$ cat src/rtl/buck4_pkg.sv
// Purpose: shared constants and types for the fourth buck converter control registers
// Assumes: 40 MHz ref_clk, AXI4-Lite register access, 32-bit data
// Notes: printed register offsets are indices; byte address is four times the index
package buck4_pkg;
  localparam int ADDR_W = 18;
  localparam int DATA_W = 32;

  // register indices; byte address is index times four
  localparam logic [15:0] IDX_CTRL_ONE = 16'h4064;
  localparam logic [15:0] IDX_CTRL_TWO = 16'h4065;
  localparam logic [15:0] IDX_KEY = 16'h4070;
  localparam logic [15:0] IDX_IRQ_STATUS = 16'h4071;
  localparam logic [15:0] IDX_IRQ_MASK = 16'h4072;
  localparam logic [15:0] IDX_STATUS = 16'h4073;

  // field positions
  localparam int FOLLOWER_BIT = 13;
  localparam int PHASE_BIT = 12;
  localparam int FLOAT_BIT = 7;
  localparam int SS_LSB = 4;
  localparam int LIM_LSB = 2;
  localparam int CAP_LSB = 0;
  localparam int UVACT_LSB = 14;
  localparam int HWSRC_LSB = 11;
  localparam int HWVSEL_BIT = 10;
  localparam int UV_IRQ_BIT = 0;

  // values after reset
  localparam logic [1:0] SS_RST = 2'h1;
  localparam logic [1:0] LIM_RST = 2'h1;
  localparam logic [1:0] CAP_RST = 2'h0;
  localparam logic [1:0] UVACT_RST = 2'h0;
  localparam logic [1:0] HWSRC_RST = 2'h0;

  // arbitrary unlock value for the security key
  localparam logic [15:0] KEY_UNLOCK = 16'hA5C3;

  localparam logic [1:0] RESP_OKAY = 2'h0;
  localparam logic [1:0] RESP_SLVERR = 2'h2;

  // soft-start step durations
  localparam int CLK_PERIOD_NS = 25;
  localparam int SS_STEP1_NS = 512000;
  localparam int SS_STEP2_NS = 4096000;
  localparam int SS_STEP3_NS = 32768000;
  localparam int SS_STEP1_CYC = SS_STEP1_NS / CLK_PERIOD_NS;
  localparam int SS_STEP2_CYC = SS_STEP2_NS / CLK_PERIOD_NS;
  localparam int SS_STEP3_CYC = SS_STEP3_NS / CLK_PERIOD_NS;
  localparam int SS_CNT_W = 21;
  localparam logic [1:0] SS_LEVEL_FULL = 2'h3;
  localparam logic [1:0] SS_LEVEL_LAST = 2'h2;

  typedef enum logic [1:0] {
    UV_IGNORE = 2'b00,
    UV_SHUTDOWN = 2'b01,
    UV_RESET = 2'b10,
    UV_RESERVED = 2'b11
  } uv_action_t;

  typedef enum logic [1:0] {
    HWC_OFF = 2'b00,
    HWC_IN1 = 2'b01,
    HWC_IN2 = 2'b10,
    HWC_EITHER = 2'b11
  } hwc_source_t;

  typedef enum logic [2:0] {
    SEL_NONE = 3'b000,
    SEL_CTRL_ONE = 3'b001,
    SEL_CTRL_TWO = 3'b010,
    SEL_KEY = 3'b011,
    SEL_IRQ_STATUS = 3'b100,
    SEL_IRQ_MASK = 3'b101,
    SEL_STATUS = 3'b110
  } reg_sel_t;

  typedef enum logic [1:0] {
    SS_IDLE = 2'b00,
    SS_RAMP = 2'b01,
    SS_FULL = 2'b10
  } ss_state_t;
endpackage

$ cat src/rtl/softstart_if.sv
`timescale 1ns/10ps
// Purpose: link between register block and soft-start sequencer
// Assumes: both ends on ref_clk
// Notes: level 3 means full current limit
interface softstart_if;
  logic start;
  logic abort;
  logic [1:0] step_select;
  logic [1:0] level;
  logic busy;

  modport ctrl (output start, output abort, output step_select, input level, input busy);
  modport timer (input start, input abort, input step_select, output level, output busy);
endinterface

$ cat src/rtl/softstart_timer.sv
`timescale 1ns/10ps
// Purpose: steps the start-up current limit through three intermediate levels
// Assumes: start is a one-cycle pulse and abort a level held while stopped, both on ref_clk
// Notes: step length sampled at every step boundary
module softstart_timer
  import buck4_pkg::*;
#(
  parameter int CYC1 = SS_STEP1_CYC,
  parameter int CYC2 = SS_STEP2_CYC,
  parameter int CYC3 = SS_STEP3_CYC
) (
  // clock and reset
  input wire logic ref_clk,
  input wire logic srst,
  // control side
  softstart_if.timer ss
);
  ss_state_t state, next_state;
  logic [SS_CNT_W-1:0] cnt, next_cnt;
  logic [1:0] level, next_level;

  function automatic logic [SS_CNT_W-1:0] step_cycles(input logic [1:0] sel);
    case (sel)
      2'h1: step_cycles = SS_CNT_W'(CYC1 - 1);
      2'h2: step_cycles = SS_CNT_W'(CYC2 - 1);
      default: step_cycles = SS_CNT_W'(CYC3 - 1);
    endcase
  endfunction

  always_comb begin
    next_state = state;
    next_cnt = cnt;
    next_level = level;
    case (state)
      SS_IDLE: begin
        if (ss.start) begin
          if (ss.step_select == 2'h0) begin
            next_state = SS_FULL;
            next_level = SS_LEVEL_FULL;
          end else begin
            next_state = SS_RAMP;
            next_level = 2'h0;
            next_cnt = step_cycles(ss.step_select);
          end
        end
      end
      SS_RAMP: begin
        if (cnt == '0) begin
          if (level == SS_LEVEL_LAST) begin
            next_state = SS_FULL;
            next_level = SS_LEVEL_FULL;
          end else begin
            next_level = level + 2'h1;
            next_cnt = step_cycles(ss.step_select);
          end
        end else begin
          next_cnt = cnt - SS_CNT_W'(1);
        end
      end
      SS_FULL: begin
        next_state = SS_FULL;
      end
      default: begin
        next_state = SS_IDLE;
      end
    endcase
    // disable ends any ramp at once
    if (ss.abort) begin
      next_state = SS_IDLE;
      next_level = 2'h0;
      next_cnt = '0;
    end
  end

  always_ff @(posedge ref_clk) begin
    if (srst) begin
      state <= SS_IDLE;
      cnt <= '0;
      level <= 2'h0;
    end else begin
      state <= next_state;
      cnt <= next_cnt;
      level <= next_level;
    end
  end

  assign ss.level = level;
  assign ss.busy = (state == SS_RAMP);
endmodule

$ cat src/rtl/buck4_control_regs.sv
// Register access over AXI4-Lite was chosen for this implementation.
`timescale 1ns/10ps
// Purpose: control registers of the fourth buck converter behind an AXI4-Lite slave
// Assumes: cfg_load and buck3 inputs come from logic on ref_clk; pins are asynchronous
// Notes: one write and one read in flight; unmapped addresses answer SLVERR
module buck4_control_regs
  import buck4_pkg::*;
#(
  parameter int SS_CYC1 = SS_STEP1_CYC,
  parameter int SS_CYC2 = SS_STEP2_CYC,
  parameter int SS_CYC3 = SS_STEP3_CYC
) (
  // clock and reset
  input wire logic ref_clk,
  input wire logic srst,
  // axi4-lite write channels
  input wire logic [ADDR_W-1:0] s_axi_awaddr,
  input wire logic s_axi_awvalid,
  output logic s_axi_awready,
  input wire logic [DATA_W-1:0] s_axi_wdata,
  input wire logic [3:0] s_axi_wstrb,
  input wire logic s_axi_wvalid,
  output logic s_axi_wready,
  output logic [1:0] s_axi_bresp,
  output logic s_axi_bvalid,
  input wire logic s_axi_bready,
  // axi4-lite read channels
  input wire logic [ADDR_W-1:0] s_axi_araddr,
  input wire logic s_axi_arvalid,
  output logic s_axi_arready,
  output logic [DATA_W-1:0] s_axi_rdata,
  output logic [1:0] s_axi_rresp,
  output logic s_axi_rvalid,
  input wire logic s_axi_rready,
  // configuration load from OTP or ICE memory
  input wire logic cfg_load_strobe,
  input wire logic cfg_load_follower,
  input wire logic [1:0] cfg_load_cap,
  // converter three settings used in follower mode
  input wire logic buck3_phase_invert,
  input wire logic buck3_output_float,
  input wire logic [1:0] buck3_softstart,
  input wire logic [1:0] buck3_current_limit,
  // asynchronous pins
  input wire logic buck4_enable_pin,
  input wire logic uv_pin,
  input wire logic hwc1_pin,
  input wire logic hwc2_pin,
  // interrupt
  output logic irq,
  // converter controls
  output logic follower_mode_select,
  output logic switch_clock_phase_invert,
  output logic output_float_on_disable,
  output logic [1:0] hysteretic_current_limit,
  output logic [1:0] output_cap_range,
  output logic [1:0] softstart_level,
  output logic converter_shutdown,
  output logic device_reset_req,
  output logic hw_control_active,
  output logic hw_control_voltage_select
);
  localparam logic [ADDR_W-1:0] ADDR_CTRL_ONE = {IDX_CTRL_ONE, 2'b00};
  localparam logic [ADDR_W-1:0] ADDR_CTRL_TWO = {IDX_CTRL_TWO, 2'b00};
  localparam logic [ADDR_W-1:0] ADDR_KEY = {IDX_KEY, 2'b00};
  localparam logic [ADDR_W-1:0] ADDR_IRQ_STATUS = {IDX_IRQ_STATUS, 2'b00};
  localparam logic [ADDR_W-1:0] ADDR_IRQ_MASK = {IDX_IRQ_MASK, 2'b00};
  localparam logic [ADDR_W-1:0] ADDR_STATUS = {IDX_STATUS, 2'b00};

  function automatic reg_sel_t decode(input logic [ADDR_W-1:0] addr);
    case (addr)
      ADDR_CTRL_ONE: decode = SEL_CTRL_ONE;
      ADDR_CTRL_TWO: decode = SEL_CTRL_TWO;
      ADDR_KEY: decode = SEL_KEY;
      ADDR_IRQ_STATUS: decode = SEL_IRQ_STATUS;
      ADDR_IRQ_MASK: decode = SEL_IRQ_MASK;
      ADDR_STATUS: decode = SEL_STATUS;
      default: decode = SEL_NONE;
    endcase
  endfunction

  function automatic logic [15:0] merge16(input logic [15:0] old, input logic [15:0] wr,
                                          input logic [1:0] strb);
    merge16 = {strb[1] ? wr[15:8] : old[15:8], strb[0] ? wr[7:0] : old[7:0]};
  endfunction

  // pin synchronisers
  logic [3:0] pin_meta, pin_sync;
  logic uv_prev, en_prev;
  always_ff @(posedge ref_clk) begin
    if (srst) begin
      pin_meta <= 4'h0;
      pin_sync <= 4'h0;
      uv_prev <= 1'b0;
      en_prev <= 1'b0;
    end else begin
      pin_meta <= {hwc2_pin, hwc1_pin, uv_pin, buck4_enable_pin};
      pin_sync <= pin_meta;
      uv_prev <= pin_sync[1];
      en_prev <= pin_sync[0] & ~converter_shutdown;
    end
  end
  logic enable_sync, uv_rise, hwc1_sync, hwc2_sync, run_now;
  assign enable_sync = pin_sync[0];
  assign uv_rise = pin_sync[1] & ~uv_prev;
  assign hwc1_sync = pin_sync[2];
  assign hwc2_sync = pin_sync[3];
  assign run_now = enable_sync & ~converter_shutdown;

  // register state
  logic follower, phase, float_off, key_unlocked, shutdown, reset_req;
  logic [1:0] ss_sel, lim, cap, hw_src;
  logic [1:0] uv_act;
  logic hw_vsel;
  logic [15:0] irq_status, irq_mask;
  logic next_follower, next_phase, next_float_off, next_key_unlocked, next_shutdown;
  logic next_reset_req, next_hw_vsel;
  logic [1:0] next_ss_sel, next_lim, next_cap, next_hw_src, next_uv_act;
  logic [15:0] next_irq_status, next_irq_mask;

  // axi state
  logic aw_hold, w_hold, bvalid, rvalid, awready, wready, arready;
  logic [ADDR_W-1:0] aw_addr;
  logic [15:0] w_data;
  logic [1:0] w_strb, bresp, rresp;
  logic [DATA_W-1:0] rdata;
  logic next_aw_hold, next_w_hold, next_bvalid, next_rvalid;
  logic [ADDR_W-1:0] next_aw_addr;
  logic [15:0] next_w_data;
  logic [1:0] next_w_strb, next_bresp, next_rresp;
  logic [DATA_W-1:0] next_rdata;

  logic [15:0] ctrl_one_img, ctrl_two_img, status_img;
  assign ctrl_one_img = {2'b00, follower, phase, 4'h0, float_off, 1'b0, ss_sel, lim, cap};
  assign ctrl_two_img = {uv_act, 1'b0, hw_src, hw_vsel, 10'h000};
  assign status_img = {10'h000, hw_control_active, softstart_level, converter_shutdown,
                       run_now, enable_sync};

  function automatic logic [15:0] read_img(input reg_sel_t sel, input logic [15:0] one,
                                           input logic [15:0] two, input logic key,
                                           input logic [15:0] ist, input logic [15:0] imk,
                                           input logic [15:0] sts);
    case (sel)
      SEL_CTRL_ONE: read_img = one;
      SEL_CTRL_TWO: read_img = two;
      SEL_KEY: read_img = {15'h0000, key};
      SEL_IRQ_STATUS: read_img = ist;
      SEL_IRQ_MASK: read_img = imk;
      SEL_STATUS: read_img = sts;
      default: read_img = 16'h0000;
    endcase
  endfunction

  logic do_write;
  reg_sel_t wsel;
  logic [15:0] wmerged;
  assign do_write = aw_hold & w_hold & ~bvalid;
  assign wsel = decode(aw_addr);
  assign wmerged = merge16(read_img(wsel, ctrl_one_img, ctrl_two_img, key_unlocked,
                                    irq_status, irq_mask, status_img), w_data, w_strb);

  always_comb begin
    next_aw_hold = aw_hold;
    next_aw_addr = aw_addr;
    next_w_hold = w_hold;
    next_w_data = w_data;
    next_w_strb = w_strb;
    next_bvalid = bvalid;
    next_bresp = bresp;
    next_rvalid = rvalid;
    next_rdata = rdata;
    next_rresp = rresp;
    if (s_axi_awvalid && awready) begin
      next_aw_hold = 1'b1;
      next_aw_addr = s_axi_awaddr;
    end
    if (s_axi_wvalid && wready) begin
      next_w_hold = 1'b1;
      next_w_data = s_axi_wdata[15:0];
      next_w_strb = s_axi_wstrb[1:0];
    end
    if (bvalid && s_axi_bready) begin
      next_bvalid = 1'b0;
    end
    if (do_write) begin
      next_aw_hold = 1'b0;
      next_w_hold = 1'b0;
      next_bvalid = 1'b1;
      next_bresp = (wsel == SEL_NONE) ? RESP_SLVERR : RESP_OKAY;
    end
    if (rvalid && s_axi_rready) begin
      next_rvalid = 1'b0;
    end
    if (s_axi_arvalid && arready) begin
      next_rvalid = 1'b1;
      next_rdata = {16'h0000, read_img(decode(s_axi_araddr), ctrl_one_img, ctrl_two_img,
                                       key_unlocked, irq_status, irq_mask, status_img)};
      next_rresp = (decode(s_axi_araddr) == SEL_NONE) ? RESP_SLVERR : RESP_OKAY;
    end
  end

  always_ff @(posedge ref_clk) begin
    if (srst) begin
      aw_hold <= 1'b0;
      aw_addr <= '0;
      w_hold <= 1'b0;
      w_data <= 16'h0000;
      w_strb <= 2'h0;
      bvalid <= 1'b0;
      bresp <= RESP_OKAY;
      rvalid <= 1'b0;
      rdata <= '0;
      rresp <= RESP_OKAY;
      awready <= 1'b0;
      wready <= 1'b0;
      arready <= 1'b0;
    end else begin
      aw_hold <= next_aw_hold;
      aw_addr <= next_aw_addr;
      w_hold <= next_w_hold;
      w_data <= next_w_data;
      w_strb <= next_w_strb;
      bvalid <= next_bvalid;
      bresp <= next_bresp;
      rvalid <= next_rvalid;
      rdata <= next_rdata;
      rresp <= next_rresp;
      awready <= ~next_aw_hold & ~next_bvalid;
      wready <= ~next_w_hold & ~next_bvalid;
      arready <= ~next_rvalid;
    end
  end

  // register file and undervoltage handling
  always_comb begin
    next_follower = follower;
    next_phase = phase;
    next_float_off = float_off;
    next_ss_sel = ss_sel;
    next_lim = lim;
    next_cap = cap;
    next_uv_act = uv_act;
    next_hw_src = hw_src;
    next_hw_vsel = hw_vsel;
    next_key_unlocked = key_unlocked;
    next_irq_mask = irq_mask;
    next_irq_status = irq_status;
    next_shutdown = shutdown;
    next_reset_req = 1'b0;
    if (do_write) begin
      case (wsel)
        SEL_CTRL_ONE: begin
          next_phase = wmerged[PHASE_BIT];
          next_float_off = wmerged[FLOAT_BIT];
          next_ss_sel = wmerged[SS_LSB +: 2];
          if (key_unlocked) begin
            next_lim = wmerged[LIM_LSB +: 2];
          end
        end
        SEL_CTRL_TWO: begin
          next_uv_act = wmerged[UVACT_LSB +: 2];
          next_hw_src = wmerged[HWSRC_LSB +: 2];
          next_hw_vsel = wmerged[HWVSEL_BIT];
        end
        // any other value relocks the key
        SEL_KEY: next_key_unlocked = (wmerged == KEY_UNLOCK);
        SEL_IRQ_STATUS: next_irq_status = irq_status & ~wmerged;
        SEL_IRQ_MASK: next_irq_mask = wmerged;
        default: next_key_unlocked = key_unlocked;
      endcase
    end
    // only the load path reaches these two fields
    if (cfg_load_strobe) begin
      next_follower = cfg_load_follower;
      next_cap = cfg_load_cap;
    end
    // a disable clears a latched shutdown so the next enable restarts
    if (!enable_sync) begin
      next_shutdown = 1'b0;
    end
    if (uv_rise) begin
      // set after the clear so an event in the clearing cycle survives
      next_irq_status[UV_IRQ_BIT] = 1'b1;
      case (uv_act)
        UV_SHUTDOWN: next_shutdown = 1'b1;
        UV_RESET: next_reset_req = 1'b1;
        default: next_shutdown = next_shutdown;
      endcase
    end
  end

  always_ff @(posedge ref_clk) begin
    if (srst) begin
      follower <= 1'b0;
      phase <= 1'b0;
      float_off <= 1'b0;
      ss_sel <= SS_RST;
      lim <= LIM_RST;
      cap <= CAP_RST;
      uv_act <= UVACT_RST;
      hw_src <= HWSRC_RST;
      hw_vsel <= 1'b0;
      key_unlocked <= 1'b0;
      irq_mask <= 16'h0000;
      irq_status <= 16'h0000;
      shutdown <= 1'b0;
      reset_req <= 1'b0;
    end else begin
      follower <= next_follower;
      phase <= next_phase;
      float_off <= next_float_off;
      ss_sel <= next_ss_sel;
      lim <= next_lim;
      cap <= next_cap;
      uv_act <= next_uv_act;
      hw_src <= next_hw_src;
      hw_vsel <= next_hw_vsel;
      key_unlocked <= next_key_unlocked;
      irq_mask <= next_irq_mask;
      irq_status <= next_irq_status;
      shutdown <= next_shutdown;
      reset_req <= next_reset_req;
    end
  end

  // soft-start sequencer
  softstart_if ss ();
  assign ss.start = run_now & ~en_prev;
  assign ss.abort = ~run_now;
  assign ss.step_select = follower ? buck3_softstart : ss_sel;

  softstart_timer #(
    .CYC1(SS_CYC1),
    .CYC2(SS_CYC2),
    .CYC3(SS_CYC3)
  ) u_softstart (
    .ref_clk(ref_clk),
    .srst(srst),
    .ss(ss.timer)
  );

  // hardware control input selection
  logic hwc_now;
  always_comb begin
    case (hw_src)
      HWC_IN1: hwc_now = hwc1_sync;
      HWC_IN2: hwc_now = hwc2_sync;
      HWC_EITHER: hwc_now = hwc1_sync | hwc2_sync;
      default: hwc_now = 1'b0;
    endcase
  end

  // registered outputs; masked bit 1 hides its status bit
  always_ff @(posedge ref_clk) begin
    if (srst) begin
      irq <= 1'b0;
      follower_mode_select <= 1'b0;
      switch_clock_phase_invert <= 1'b0;
      output_float_on_disable <= 1'b0;
      hysteretic_current_limit <= LIM_RST;
      output_cap_range <= CAP_RST;
      converter_shutdown <= 1'b0;
      device_reset_req <= 1'b0;
      hw_control_active <= 1'b0;
      hw_control_voltage_select <= 1'b0;
      softstart_level <= 2'h0;
    end else begin
      irq <= |(next_irq_status & ~next_irq_mask);
      follower_mode_select <= next_follower;
      switch_clock_phase_invert <= next_follower ? buck3_phase_invert : next_phase;
      output_float_on_disable <= next_follower ? buck3_output_float : next_float_off;
      hysteretic_current_limit <= next_follower ? buck3_current_limit : next_lim;
      output_cap_range <= next_cap;
      converter_shutdown <= next_shutdown;
      device_reset_req <= next_reset_req;
      hw_control_active <= hwc_now;
      hw_control_voltage_select <= hwc_now & hw_vsel;
      softstart_level <= ss.level;
    end
  end

  assign s_axi_awready = awready;
  assign s_axi_wready = wready;
  assign s_axi_bvalid = bvalid;
  assign s_axi_bresp = bresp;
  assign s_axi_arready = arready;
  assign s_axi_rvalid = rvalid;
  assign s_axi_rdata = rdata;
  assign s_axi_rresp = rresp;
endmodule

$ cat config.mk
export PLATFORM = sky130hd
export DESIGN_NAME = buck4_control_regs
export DESIGN_NICKNAME = d
export VERILOG_FILES = /design/src/rtl/buck4_pkg.sv /design/src/rtl/softstart_if.sv /design/src/rtl/softstart_timer.sv /design/src/rtl/buck4_control_regs.sv
export SDC_FILE = /design/constraint.sdc
export NUM_CORES = 1
export LEC_CHECK = 0
export BUFFER_PORTS_ARGS = -buffer_cell sky130_fd_sc_hd__buf_2
export CORE_ASPECT_RATIO = 0.8
export CORE_MARGIN = 2
export CORE_UTILIZATION = 50
export CTS_CLUSTER_SIZE = 16
export DETAILED_ROUTE_END_ITERATION = 8
export PLACE_DENSITY = 0.74
export SKIP_LAST_GASP = 1
export SLEW_MARGIN = 20
export SYNTH_ARGS = -nofsm -noshare
export SYNTH_HDL_FRONTEND = slang
export SYNTH_HIERARCHICAL = 1
export SYNTH_SLANG_ARGS = --single-unit
$ cat constraint.sdc
create_clock -name ref_clk -period 2.4 [get_ports ref_clk]
set_input_delay 0.6 -clock ref_clk [delete_from_list [all_inputs] [get_ports ref_clk]]
set_output_delay 0.6 -clock ref_clk [all_outputs]
set_load 0.01 [all_outputs]
==> flow_summary.json, run 1 <==
{
  "pwrdens_nw_per_um2": 566.3,
  "synth-compound-area-share_pct": 22.44,
  "drt_pass1_iterations": 7,
  "critical_path.endpoint_type": "register",
  "gp_routability_congestion": 1.038,
  "avgViaCountPerCell": 5.864,
  "synth_adder_area_share_pct": 1.293,
  "r2r_start": "aw_addr[10]",
  "synth_top_area_share_pct": 39.81,
  "diodes": 0,
  "worst_ir_drop_vdd_v": 0.0005301,
  "wl_mm": 24.87,
  "clock_latency_late_sink_ns": 0.43,
  "detail_route.iter0.violations": 1247,
  "detailed_place_hpwl_mm": 18.30,
  "synth_top_family_by_area": "simple AND/OR/NAND/NOR gates",
  "route.detailed.wl_per_inst_um": 17.82,
  "cts.path.max_buffers": 2,
  "worst-slew-pin-transition_ns": 0.6448,
  "data_arrival_at_the_endpoint_of_the_critical_path_ns": 3.09,
  "global_route_wire_length_before_repair_mm": 38.53,
  "cts.sinks": 154,
  "synth.yosys.seq_area_share_pct": 39.81,
  "final_layout_fill_cell_count": 1271,
  "route.met3.wl_mm": 3.163,
  "maxClockFrequency_ghz": 0.3552,
  "yosys.area_share.simple_pct": 27.14,
  "synth.cell_area_um2": 7744,
  "placed_cells_incl_taps": 1356,
  "netlist.top_cell.by_area": "sky130_fd_sc_hd__dfxtp_1",
  "post-route-util_pct": 67.35,
  "post_synth_num_cell_types": 76,
  "finalWorstSetupSlack_ns": -0.4150,
  "multi_input_comb_area_um2": 4497,
  "setup_viol": 8,
  "grt_remaining_overflow": 0,
  "required_ns": 2.68,
  "dr_total_vias": 8186,
  "violations_in_the_final_reports": "negative setup slack",
  "yosysWarningCount": 6,
  "final_antenna_net_count": 0,
  "post_synthesis_xor_xnor_area_fraction_pct": 0.1131,
  "largest_clock_skew_in_the_final_design_ns": 0.01258,
  "total_power_mw": 5.746,
  "reg2reg_setup_slack_ns": -0.42,
  "timing.max_slew.rel_slack_pct": 57.01,
  "holdPathEnd": "pin_meta[1]",
  "layout.area.seq_um2": 3089,
  "holdCritStartpoint": "uv_pin",
  "ys_async_sr_fraction_pct": 0,
  "grt_setup_unrepaired": "true",
  "synth-seq-cells": 154,
  "first_global_vias": 7360,
  "critical_path_peak_fanout": 4,
  "timing.critical_path.from_type": "register",
  "synth_top_flop_cell": "sky130_fd_sc_hd__dfxtp_1",
  "globalRouteTotalUtil_pct": 30.19,
  "holdWs_ns": 0.3815,
  "count_of_flip_flops_with_a_built_in_enable_after_synthesis": 0,
  "timing.max_cap.violations": 0,
  "postSynthCellCount": 962,
  "detail_route.wirelength.met1_mm": 11.30,
  "fin_nets": 1275,
  "floorplan.initialDensity_pct": 51.40,
  "worst_hold_path_depth": 2,
  "final_cell_count_no_fill": 1396,
  "rr_endpoint": "irq",
  "chipHeight_um": 115.3,
  "dieWidth_um": 143.1,
  "drive_gt1_share_pct": 28.75,
  "ctsRootBufferMaster": "sky130_fd_sc_hd__clkbuf_16",
  "ioPinCount": 148,
  "ctsHtreeMaxLevel": 4,
  "tritoncts.num_buffers": 17,
  "grt_max_degree": 51,
  "final_worst_path_cycle_share_pct": 117.3,
  "antenna_violations_before_repair": 0,
  "hold_class": "primary input to register",
  "floorplan.rows": 40,
  "timing.reg2reg.worst_path_depth": 9,
  "hold_violations": 0,
  "synthMuxAreaShare_pct": 3.587,
  "postSynthAreaPerCell_um2": 8.050,
  "timing.final.crit_period_ns": 2.815,
  "clock_tree_from_tritoncts": "yes",
  "synthesis_to_layout_area_growth_pct": 31.02,
  "worst_setup_hold_path_clk_slew_ns": 0.06,
  "status": "finished, violations left",
  "topRoutingLayerUsed": "met4",
  "timing.final.max_slew_violations": 0,
  "p_leak_nw": 4.051,
  "place.port_buffers": 111,
  "met2WireLength_mm": 9.819,
  "criticalPathCategory": "register to register",
  "synth_area_leaders": "sky130_fd_sc_hd__dfxtp_1 40%, sky130_fd_sc_hd__a21oi_1 7.9%, sky130_fd_sc_hd__nand2_1 7.5%, sky130_fd_sc_hd__nor2_1 3.8%, sky130_fd_sc_hd__mux2i_1 2.7%",
  "drt_drc_violations_left": 0,
  "fp.coreArea_um2": 15060,
  "dieArea_um2": 16500,
  "cts_hold_buf": 0
}
what timing repair did:
| action | CTS | global route |
|---|---|---|
| pin swaps | 10 | 11 |
| endpoints found under the setup margin | 12 | 29 |
| resized for setup | 15 | 39 |
| buffers inserted | 2 | 7 |
kinds of logic after synthesis:
kind of cell	after synthesis
simple gates	401
other cells	1
buf+inv	94
fa+ha+maj	8
flops	154
xor+xnor	1
compound gates	276
mux	27
through the flow:
stage	setup slack (ns)	area, um^2	TNS [ns]
6_report	-0.4150	10150	-1.190
3_3_place_gp	-0.4159	9271	-1.444
5_1_grt	-0.5102	10150	-2.197
4_1_cts	-0.3281	9933	-0.5254
3_5_place_dp	-0.4395	9271	-2.170
2_1_floorplan	-0.1639	7809	-0.1639
where the power goes:
| part | leakage, nW | internal (mW) | total [mW] | switching, mW |
|---|---|---|---|---|
| registers | 1.25 | 2.62 | 2.66 | 0.0492 |
| clock network | 0.272 | 1.54 | 2.62 | 1.08 |
| logic | 2.53 | 0.192 | 0.462 | 0.270 |
worst max-delay path by stage:
| stage | from | endpoint | slack, ns | cells after the start |
|---|---|---|---|---|
| after floorplan | aw_addr[10] | irq | -0.16 | 8 |
| after global placement | aw_addr[11] | irq | -0.42 | 9 |
| after detailed placement | aw_addr[11] | irq | -0.44 | 10 |
| after CTS | aw_addr[14] | irq | -0.33 | 9 |
| after global routing | aw_addr[14] | irq | -0.51 | 9 |
| final | aw_addr[10] | irq | -0.42 | 9 |
area by class of cell:
cell class	count	area share, %
Multi-Input combinational cell	731	44.32
Sequential cell	154	30.45
Timing Repair Buffer	246	16.08
Clock buffer	19	4.267
Tap cell	210	2.590
Clock inverter	12	1.406
Inverter	24	0.8879
sequential cells by signal, indices dropped and copies added, names as in the netlist, 4 cells and up:
| register | flops |
|---|---|
| pin_sync | 4 |
| u_softstart/cnt | 21 |
| w_data | 16 |
| s_axi_rdata | 16 |
| irq_mask | 16 |
| irq_status | 16 |
| pin_meta | 4 |
| aw_addr | 18 |
critical path: stages, from the launching register on:
cell	delay, ns
sky130_fd_sc_hd__dfxtp_2	0.33
sky130_fd_sc_hd__nor4b_4	0.32
sky130_fd_sc_hd__buf_4	0.19
sky130_fd_sc_hd__nand4_1	0.22
sky130_fd_sc_hd__o32ai_1	0.40
sky130_fd_sc_hd__or3_1	0.15
sky130_fd_sc_hd__a21oi_1	0.07
sky130_fd_sc_hd__or4_4	0.57
sky130_fd_sc_hd__nor4b_4	0.24
sky130_fd_sc_hd__a41oi_1	0.16
Yosys cell counts (3+ instances only):
master and count:
sky130_fd_sc_hd__nand2b_1 19, sky130_fd_sc_hd__o22a_1 3, sky130_fd_sc_hd__and2_1 9, sky130_fd_sc_hd__a22oi_1 22, sky130_fd_sc_hd__nand3_1 14, sky130_fd_sc_hd__a211oi_1 11, sky130_fd_sc_hd__o211ai_1 7, sky130_fd_sc_hd__o22ai_1 5
sky130_fd_sc_hd__and3_1 6, sky130_fd_sc_hd__or3_1 8, sky130_fd_sc_hd__mux2i_1 21, sky130_fd_sc_hd__nand3b_1 7, sky130_fd_sc_hd__a222oi_1 9, sky130_fd_sc_hd__nor4b_1 7, sky130_fd_sc_hd__nand4_1 9, sky130_fd_sc_hd__a32o_1 3
sky130_fd_sc_hd__o21ai_1 9, sky130_fd_sc_hd__and4_1 4, sky130_fd_sc_hd__nor2_1 79, sky130_fd_sc_hd__a221oi_1 6, sky130_fd_sc_hd__nor4_4 4, sky130_fd_sc_hd__dfxtp_1 154, sky130_fd_sc_hd__nor3b_1 4, sky130_fd_sc_hd__nor3_1 16
sky130_fd_sc_hd__nand4b_1 3, sky130_fd_sc_hd__ha_1 8, sky130_fd_sc_hd__nor2b_1 25, sky130_fd_sc_hd__a211o_1 4, sky130_fd_sc_hd__inv_1 24, sky130_fd_sc_hd__nand2_1 154, sky130_fd_sc_hd__o21ai_0 40, sky130_fd_sc_hd__or2_2 3
sky130_fd_sc_hd__mux2_2 6, sky130_fd_sc_hd__o31a_1 5, sky130_fd_sc_hd__clkbuf_1 48, sky130_fd_sc_hd__a21oi_1 122, sky130_fd_sc_hd__or4_1 5, sky130_fd_sc_hd__o21a_1 5, sky130_fd_sc_hd__buf_4 18, sky130_fd_sc_hd__nor4_1 9
sky130_fd_sc_hd__o221a_2 3
layer usage:
layer,vias up,track usage [%]
li1,3847,-
met1,3757,45.14
met2,516,40.54
met3,66,9.163
met4,0,10.69
met5,-,0
placed cells by master, fill, tap and decap left out, types with 9 or more instances in the layout:
cell type / synthesis / routed
sky130_fd_sc_hd__dfxtp_1: 154 / 149
sky130_fd_sc_hd__nand3_1: 14 / 13
sky130_fd_sc_hd__conb_1: 1 / 18
sky130_fd_sc_hd__nor3_1: 16 / 16
sky130_fd_sc_hd__clkbuf_16: 0 / 17
sky130_fd_sc_hd__mux2i_1: 21 / 21
sky130_fd_sc_hd__inv_1: 24 / 24
sky130_fd_sc_hd__o21ai_0: 40 / 40
sky130_fd_sc_hd__buf_2: 2 / 110
sky130_fd_sc_hd__buf_4: 18 / 127
sky130_fd_sc_hd__nand2_1: 154 / 152
sky130_fd_sc_hd__a22oi_1: 22 / 22
sky130_fd_sc_hd__and2_1: 9 / 9
sky130_fd_sc_hd__a21oi_1: 122 / 114
sky130_fd_sc_hd__nor2b_1: 25 / 24
sky130_fd_sc_hd__nor2_1: 79 / 77
sky130_fd_sc_hd__nand2b_1: 19 / 19
sky130_fd_sc_hd__nand4_1: 9 / 9
sky130_fd_sc_hd__a222oi_1: 9 / 9
Power figures use the tool's default switching activity.
==> inputs of run 2 (changes only) <==
--- a/config.mk
+++ b/config.mk
@@ -8,10 +8,11 @@
 export BUFFER_PORTS_ARGS = -buffer_cell sky130_fd_sc_hd__buf_2
 export CORE_ASPECT_RATIO = 0.8
 export CORE_MARGIN = 2
-export CORE_UTILIZATION = 50
+export CORE_UTILIZATION = 52
+export CTS_BUF_LIST = sky130_fd_sc_hd__clkbuf_8
 export CTS_CLUSTER_SIZE = 16
 export DETAILED_ROUTE_END_ITERATION = 8
-export PLACE_DENSITY = 0.74
+export PLACE_DENSITY = 0.77
 export SKIP_LAST_GASP = 1
 export SLEW_MARGIN = 20
 export SYNTH_ARGS = -nofsm -noshare
==> run 2 against run 1 <==
The flow still finishes with violations (negative setup slack). First-iteration DRC count fell by 29%. Register-to-register slack better by 0.09 ns. Critical path depth is the same. Total power down 7.8%. Largest cell class unchanged. Highest routed layer unchanged.
==> flow_summary.json, run 2 (synthesis results as in run 1) <==
{
  "grt_max_degree": 44,
  "max_flop_register": "u_softstart/cnt",
  "timing.critical_path.from_type": "register",
  "timing.final.max_slew_violations": 0,
  "floorplan.rows": 39,
  "dieArea_um2": 15890,
  "dr_total_vias": 8138,
  "antenna_violations_before_repair": 0,
  "timing.reg2reg.worst_path_depth": 9,
  "holdWs_ns": 0.3472,
  "global_route_wire_length_before_repair_mm": 39.47,
  "grt_setup_unrepaired": "true",
  "route.detailed.wl_per_inst_um": 18.01,
  "ctsHtreeMaxLevel": 4,
  "critical_path_peak_fanout": 4,
  "timing.max_slew.rel_slack_pct": 50.53,
  "clock_latency_late_sink_ns": 0.46,
  "fin_nets": 1297,
  "timing.final.crit_period_ns": 2.726,
  "maxClockFrequency_ghz": 0.3668,
  "cts.path.max_buffers": 2,
  "pwrdens_nw_per_um2": 519.3,
  "reg2reg_setup_slack_ns": -0.33,
  "cts.sinks": 154,
  "worst-slew-pin-transition_ns": 0.7420,
  "finalWorstSetupSlack_ns": -0.3261,
  "reg.largest.list": "u_softstart/cnt x21, aw_addr x18",
  "rr_endpoint": "irq",
  "dieWidth_um": 140.4,
  "ctsRootBufferMaster": "sky130_fd_sc_hd__clkbuf_8",
  "chipHeight_um": 113.2,
  "final_antenna_net_count": 0,
  "holdPathEnd": "pin_meta[3]",
  "p_leak_nw": 4.075,
  "holdCritStartpoint": "hwc2_pin",
  "wl_mm": 25.09,
  "buffers_inverters_on_critical_path": 1,
  "setup_viol": 6,
  "avgViaCountPerCell": 5.842,
  "worst_hold_path_depth": 2,
  "drive_gt1_share_pct": 31.10,
  "r2r_start": "aw_addr[11]",
  "final_common_cell": "sky130_fd_sc_hd__nand2_1",
  "globalRouteTotalUtil_pct": 31.54,
  "max_stage_delay_ns": 0.53,
  "status": "finished, violations left",
  "detailed_place_hpwl_mm": 18.62,
  "gp_routability_congestion": 0.9789,
  "tritoncts.num_buffers": 17,
  "total_negative_setup_slacks_ns": -0.5830,
  "worst_ir_drop_vdd_v": 0.0004453,
  "final_worst_path_cycle_share_pct": 113.6,
  "diodes": 0,
  "first_global_vias": 7557,
  "drt_drc_violations_left": 0,
  "hold_class": "primary input to register",
  "hold_violations": 0,
  "required_ns": 2.73,
  "floorplan.initialDensity_pct": 53.79,
  "clock_tree_from_tritoncts": "yes",
  "synthesis_to_layout_area_growth_pct": 31.70,
  "worst_setup_hold_path_clk_slew_ns": 0.09,
  "path_delay_family": "simple AND/OR/NAND/NOR gates",
  "timing.max_cap.violations": 0,
  "final_layout_fill_cell_count": 1178,
  "data_arrival_at_the_endpoint_of_the_critical_path_ns": 3.06,
  "detail_route.iter0.violations": 881,
  "place.port_buffers": 111,
  "ioPinCount": 148,
  "cts_hold_buf": 0,
  "largest_clock_skew_in_the_final_design_ns": 0.01127,
  "critical_path.endpoint_type": "register",
  "placed_cells_incl_taps": 1343,
  "layout_common_cells": "152 x sky130_fd_sc_hd__nand2_1, 150 x sky130_fd_sc_hd__buf_4, 148 x sky130_fd_sc_hd__dfxtp_1",
  "criticalPathCategory": "register to register",
  "timing.critical_path.slowest_stage_cell": "sky130_fd_sc_hd__or4_4",
  "final_cell_count_no_fill": 1393,
  "crit_path_cell_trace": "nor4_4, nand4_1, buf_4, or3_4, a21oi_2, a221oi_1, or4_4, nor4b_2, a41oi_1",
  "largest_register_ff_count": 21,
  "drt_pass1_iterations": 6,
  "grt_remaining_overflow": 0,
  "violations_in_the_final_reports": "negative setup slack",
  "fp.coreArea_um2": 14400
}
run 2: cell count changes in the layout (fill, tap and decap cells not counted), moves of 2 or more:
cell and delta:
sky130_fd_sc_hd__clkbuf_16 -17, sky130_fd_sc_hd__clkbuf_8 +17, sky130_fd_sc_hd__o21ai_1 +2, sky130_fd_sc_hd__bufinv_16 +2
sky130_fd_sc_hd__nor3_1 -2, sky130_fd_sc_hd__clkbuf_1 -2, sky130_fd_sc_hd__clkinv_4 -2, sky130_fd_sc_hd__clkinv_2 +4
sky130_fd_sc_hd__a21oi_4 +2, sky130_fd_sc_hd__o21ai_0 -2, sky130_fd_sc_hd__buf_4 +23, sky130_fd_sc_hd__a21oi_2 -3
run 2: power by group:
group | switching (mW) | leakage (nW) | internal (mW) | total (mW)
Combinational | 0.278 | 2.61 | 0.207 | 0.486
Clock | 1.02 | 0.216 | 1.13 | 2.15
Sequential | 0.0454 | 1.25 | 2.61 | 2.66
run 2: final cells by class:
type | instances | area (um^2) | share of cell area, %
multi-input cells | 731 | 4563 | 44.74
clock buffers | 17 | 234.0 | 2.294
flip-flops and latches | 154 | 3093 | 30.33
well taps | 184 | 230.2 | 2.257
repair buffers | 268 | 1793 | 17.58
inverters | 24 | 90.09 | 0.8833
clock inverters | 15 | 195.2 | 1.914
run 2: worst max path at each step:
stage / startpoint / end / slack (ns) / cells past startpoint
finish: aw_addr[11] / irq / -0.33 / 9
global route: aw_addr[9] / irq / -0.43 / 9
CTS: aw_addr[15] / irq / -0.34 / 11
detailed placement: aw_addr[10] / irq / -0.44 / 9
global placement: aw_addr[10] / irq / -0.36 / 9
floorplan: aw_addr[10] / irq / -0.16 / 8
run 2: metrics by stage:
| stage | setup slack [ns] | utilization, % | instance area, um^2 | power, mW |
|---|---|---|---|---|
| CTS | -0.3364 | 69.20 | 9961 | 5.309 |
| detailed placement | -0.4367 | 64.86 | 9336 | 3.164 |
| floorplan | -0.1639 | - | 7809 | 2.978 |
| global route | -0.4337 | 70.85 | 10200 | 5.486 |
| global placement | -0.3615 | 64.86 | 9336 | 3.156 |
| finish | -0.3261 | 70.85 | 10200 | 5.296 |
run 2: per-layer routing:
layer	vias to the layer above	wire, um	GRT usage, %
met5	-	0	0
li1	3905	-	-
met1	3808	11620	46.54
met3	19	2539	7.194
met4	0	203	7.542
met2	406	10730	46.80
run 2: timing repair:
item	4_1_cts	5_1_grt
setup buffers	13	9
endpoints found under the setup margin	21	57
gates resized for setup	23	47
hold endpoints to repair	0	0
pin swaps	17	24
==> inputs of run 3 (changes only) <==
--- a/config.mk
+++ b/config.mk
@@ -5,13 +5,14 @@
 export SDC_FILE = /design/constraint.sdc
 export NUM_CORES = 1
 export LEC_CHECK = 0
-export BUFFER_PORTS_ARGS = -buffer_cell sky130_fd_sc_hd__buf_2
 export CORE_ASPECT_RATIO = 0.8
 export CORE_MARGIN = 2
-export CORE_UTILIZATION = 52
+export CORE_UTILIZATION = 60
 export CTS_BUF_LIST = sky130_fd_sc_hd__clkbuf_8
-export CTS_CLUSTER_SIZE = 16
+export CTS_CLUSTER_SIZE = 30
 export DETAILED_ROUTE_END_ITERATION = 8
+export DONT_BUFFER_PORTS = 1
+export GPL_TIMING_DRIVEN = 0
 export PLACE_DENSITY = 0.77
 export SKIP_LAST_GASP = 1
 export SLEW_MARGIN = 20
==> run 3 against run 2 <==
The run still ends with negative setup slack left. Maximum frequency down 9.5%. First-iteration DRC count rose by 9.8%. Combinational power decreased by 16%. Utilization is 1.7 points higher. Sequential cell count stayed put. Cell count is 12% lower. Sequential power is essentially flat. Routed wire length grew 3.6%. Critical path type unchanged. Largest cell class unchanged. Largest power group unchanged. Highest routed layer unchanged.
==> flow_summary.json, run 3 (synthesis results as in run 1) <==
{
  "status": "finished, violations left",
  "violations_in_the_final_reports": "negative setup slack",
  "drt_pass1_iterations": 8,
  "ctsHtreeMaxLevel": 4,
  "maxClockFrequency_ghz": 0.3321,
  "clock_tree_from_tritoncts": "yes",
  "layout_common_cells": "149 x sky130_fd_sc_hd__nand2_1, 149 x sky130_fd_sc_hd__dfxtp_1, 110 x sky130_fd_sc_hd__a21oi_1",
  "total_negative_setup_slacks_ns": -3.918,
  "worst_ir_drop_vdd_v": 0.0005286,
  "timing.max_slew.rel_slack_pct": 47.28,
  "max_stage_delay_ns": 0.49,
  "final_antenna_net_count": 0,
  "required_ns": 2.69,
  "total_power_mw": 5.164,
  "power.switching_mw": 1.346,
  "cts.path.max_buffers": 2,
  "critical_path_peak_fanout": 5,
  "data_arrival_at_the_endpoint_of_the_critical_path_ns": 3.30,
  "ctsRootBufferMaster": "sky130_fd_sc_hd__clkbuf_8",
  "detail_route.iter0.violations": 967,
  "floorplan.rows": 37,
  "floorplan.initialDensity_pct": 60.83,
  "antenna_violations_before_repair": 0,
  "timing.critical_path.from_type": "register",
  "drive_gt1_share_pct": 19.10,
  "pre_cts_ws_ns": -0.9561,
  "worst-slew-pin-transition_ns": 0.7908,
  "cts.sinks": 154,
  "cts_hold_buf": 0,
  "detailed_place_hpwl_mm": 18.58,
  "setup_viol": 17,
  "final_worst_path_cycle_share_pct": 125.5,
  "avgViaCountPerCell": 6.478,
  "crit_path_cell_trace": "nor2_1, nand4_1, or3_4, o31ai_4, o21ai_2, or4_4, nor4b_4, a41oi_2",
  "wl_mm": 25.98,
  "reg2reg_setup_slack_ns": -0.61,
  "timing.critical_path.slowest_stage_cell": "sky130_fd_sc_hd__or3_4",
  "gp_routability_congestion": 1.021,
  "dr_total_vias": 7916,
  "route.detailed.wl_per_inst_um": 21.26,
  "dieArea_um2": 13840,
  "fin_nets": 1135,
  "clock_latency_late_sink_ns": 0.46,
  "power_report.internal_total_mw": 3.818,
  "detail_route.wirelength.met1_mm": 11.07,
  "route.met3.wl_mm": 3.752,
  "grt_max_degree": 17,
  "first_global_vias": 6902,
  "power.share.clock_pct": 40.4,
  "dieWidth_um": 131.0,
  "p_sw_share_pct": 26.07,
  "drt_drc_violations_left": 0,
  "place.port_buffers": 0,
  "grt_setup_unrepaired": "true",
  "worst_setup_hold_path_clk_slew_ns": 0.09,
  "p_comb_share_pct": 7.9,
  "critical_path.endpoint_type": "register",
  "timing.final.max_slew_violations": 0,
  "global_route_wire_length_before_repair_mm": 38.74,
  "met2WireLength_mm": 10.35,
  "pwrdens_nw_per_um2": 558.8,
  "synthesis_to_layout_area_growth_pct": 19.34,
  "globalRouteTotalUtil_pct": 37.11,
  "fp.coreArea_um2": 12730,
  "reg.largest.list": "u_softstart/cnt x21, aw_addr x18",
  "timing.max_cap.violations": 0,
  "finalWorstSetupSlack_ns": -0.6115,
  "criticalPathCategory": "register to register",
  "chipHeight_um": 105.6,
  "largest_register_ff_count": 21,
  "sequential_power_share_pct": 51.8,
  "timing.final.crit_period_ns": 3.012,
  "max_flop_register": "u_softstart/cnt",
  "ioPinCount": 148,
  "largest_clock_skew_in_the_final_design_ns": 0.01172,
  "p_leak_nw": 3.297,
  "grt_remaining_overflow": 0,
  "topRoutingLayerUsed": "met4",
  "post-route-util_pct": 72.59,
  "diodes": 0,
  "hold_class": "primary input to register",
  "tritoncts.num_buffers": 17,
  "hold_violations": 0
}
-- run 3: worst max-delay path: cells and delay by family, from the launching register on --
kind               cells  cell delay (ns)
and+or+nand+nor        5             1.94
AOI/OAI and AO/OA      3             0.59
DFF                    1             0.33
-- run 3: power groups by stage --
stage | clock network [mW] | registers, mW | logic, mW
floorplan | 0 | 2.71 | 0.269
global placement | 0 | 2.73 | 0.353
detailed placement | 0 | 2.73 | 0.358
CTS | 2.10 | 2.67 | 0.376
global route | 2.21 | 2.68 | 0.440
finish | 2.08 | 2.67 | 0.406
-- run 3: cell type report --
type                            count  area [um^2]
Buffer                             63        355.3
Clock buffer                       18        247.7
Clock inverter                     14        171.4
Fill cell                        1050         3490
Inverter                           24        92.59
Multi-Input combinational cell    731         4701
Sequential cell                   154         3092
Tap cell                          175        219.0
Timing Repair Buffer               43        362.8
-- run 3: routing by layer --
metal	GRT usage (%)	vias to the layer above
met3	10.51	86
met4	10.11	0
met5	0	-
met2	51.04	585
met1	56.22	3659
li1	-	3586
-- run 3: path summary, 6_finish.rpt --
kind                                       start           to  cells after the start
worst max-delay path                  aw_addr[0]          irq                      8
worst min-delay path            s_axi_awaddr[14]  aw_addr[14]                      2
worst max register to register        aw_addr[0]          irq                      8
worst min register to register       pin_meta[3]  pin_sync[3]                      1
-- run 3: per-stage QoR --
stage          hold slack (ns)  instances  area (um^2)
2_1_floorplan           0.4138        979         7809
3_3_place_gp            0.4199       1154         8028
3_5_place_dp            0.4239       1155         8046
4_1_cts                 0.2533       1209         8860
5_1_grt                 0.2582       1222         9241
6_report                0.2676       1222         9241
-- run 3: timing repair --
item,4_1_cts,5_1_grt
pin swaps,19,29
buffers inserted,26,17
setup endpoints to repair,80,70
gates cloned,1,0
resized for setup,57,73
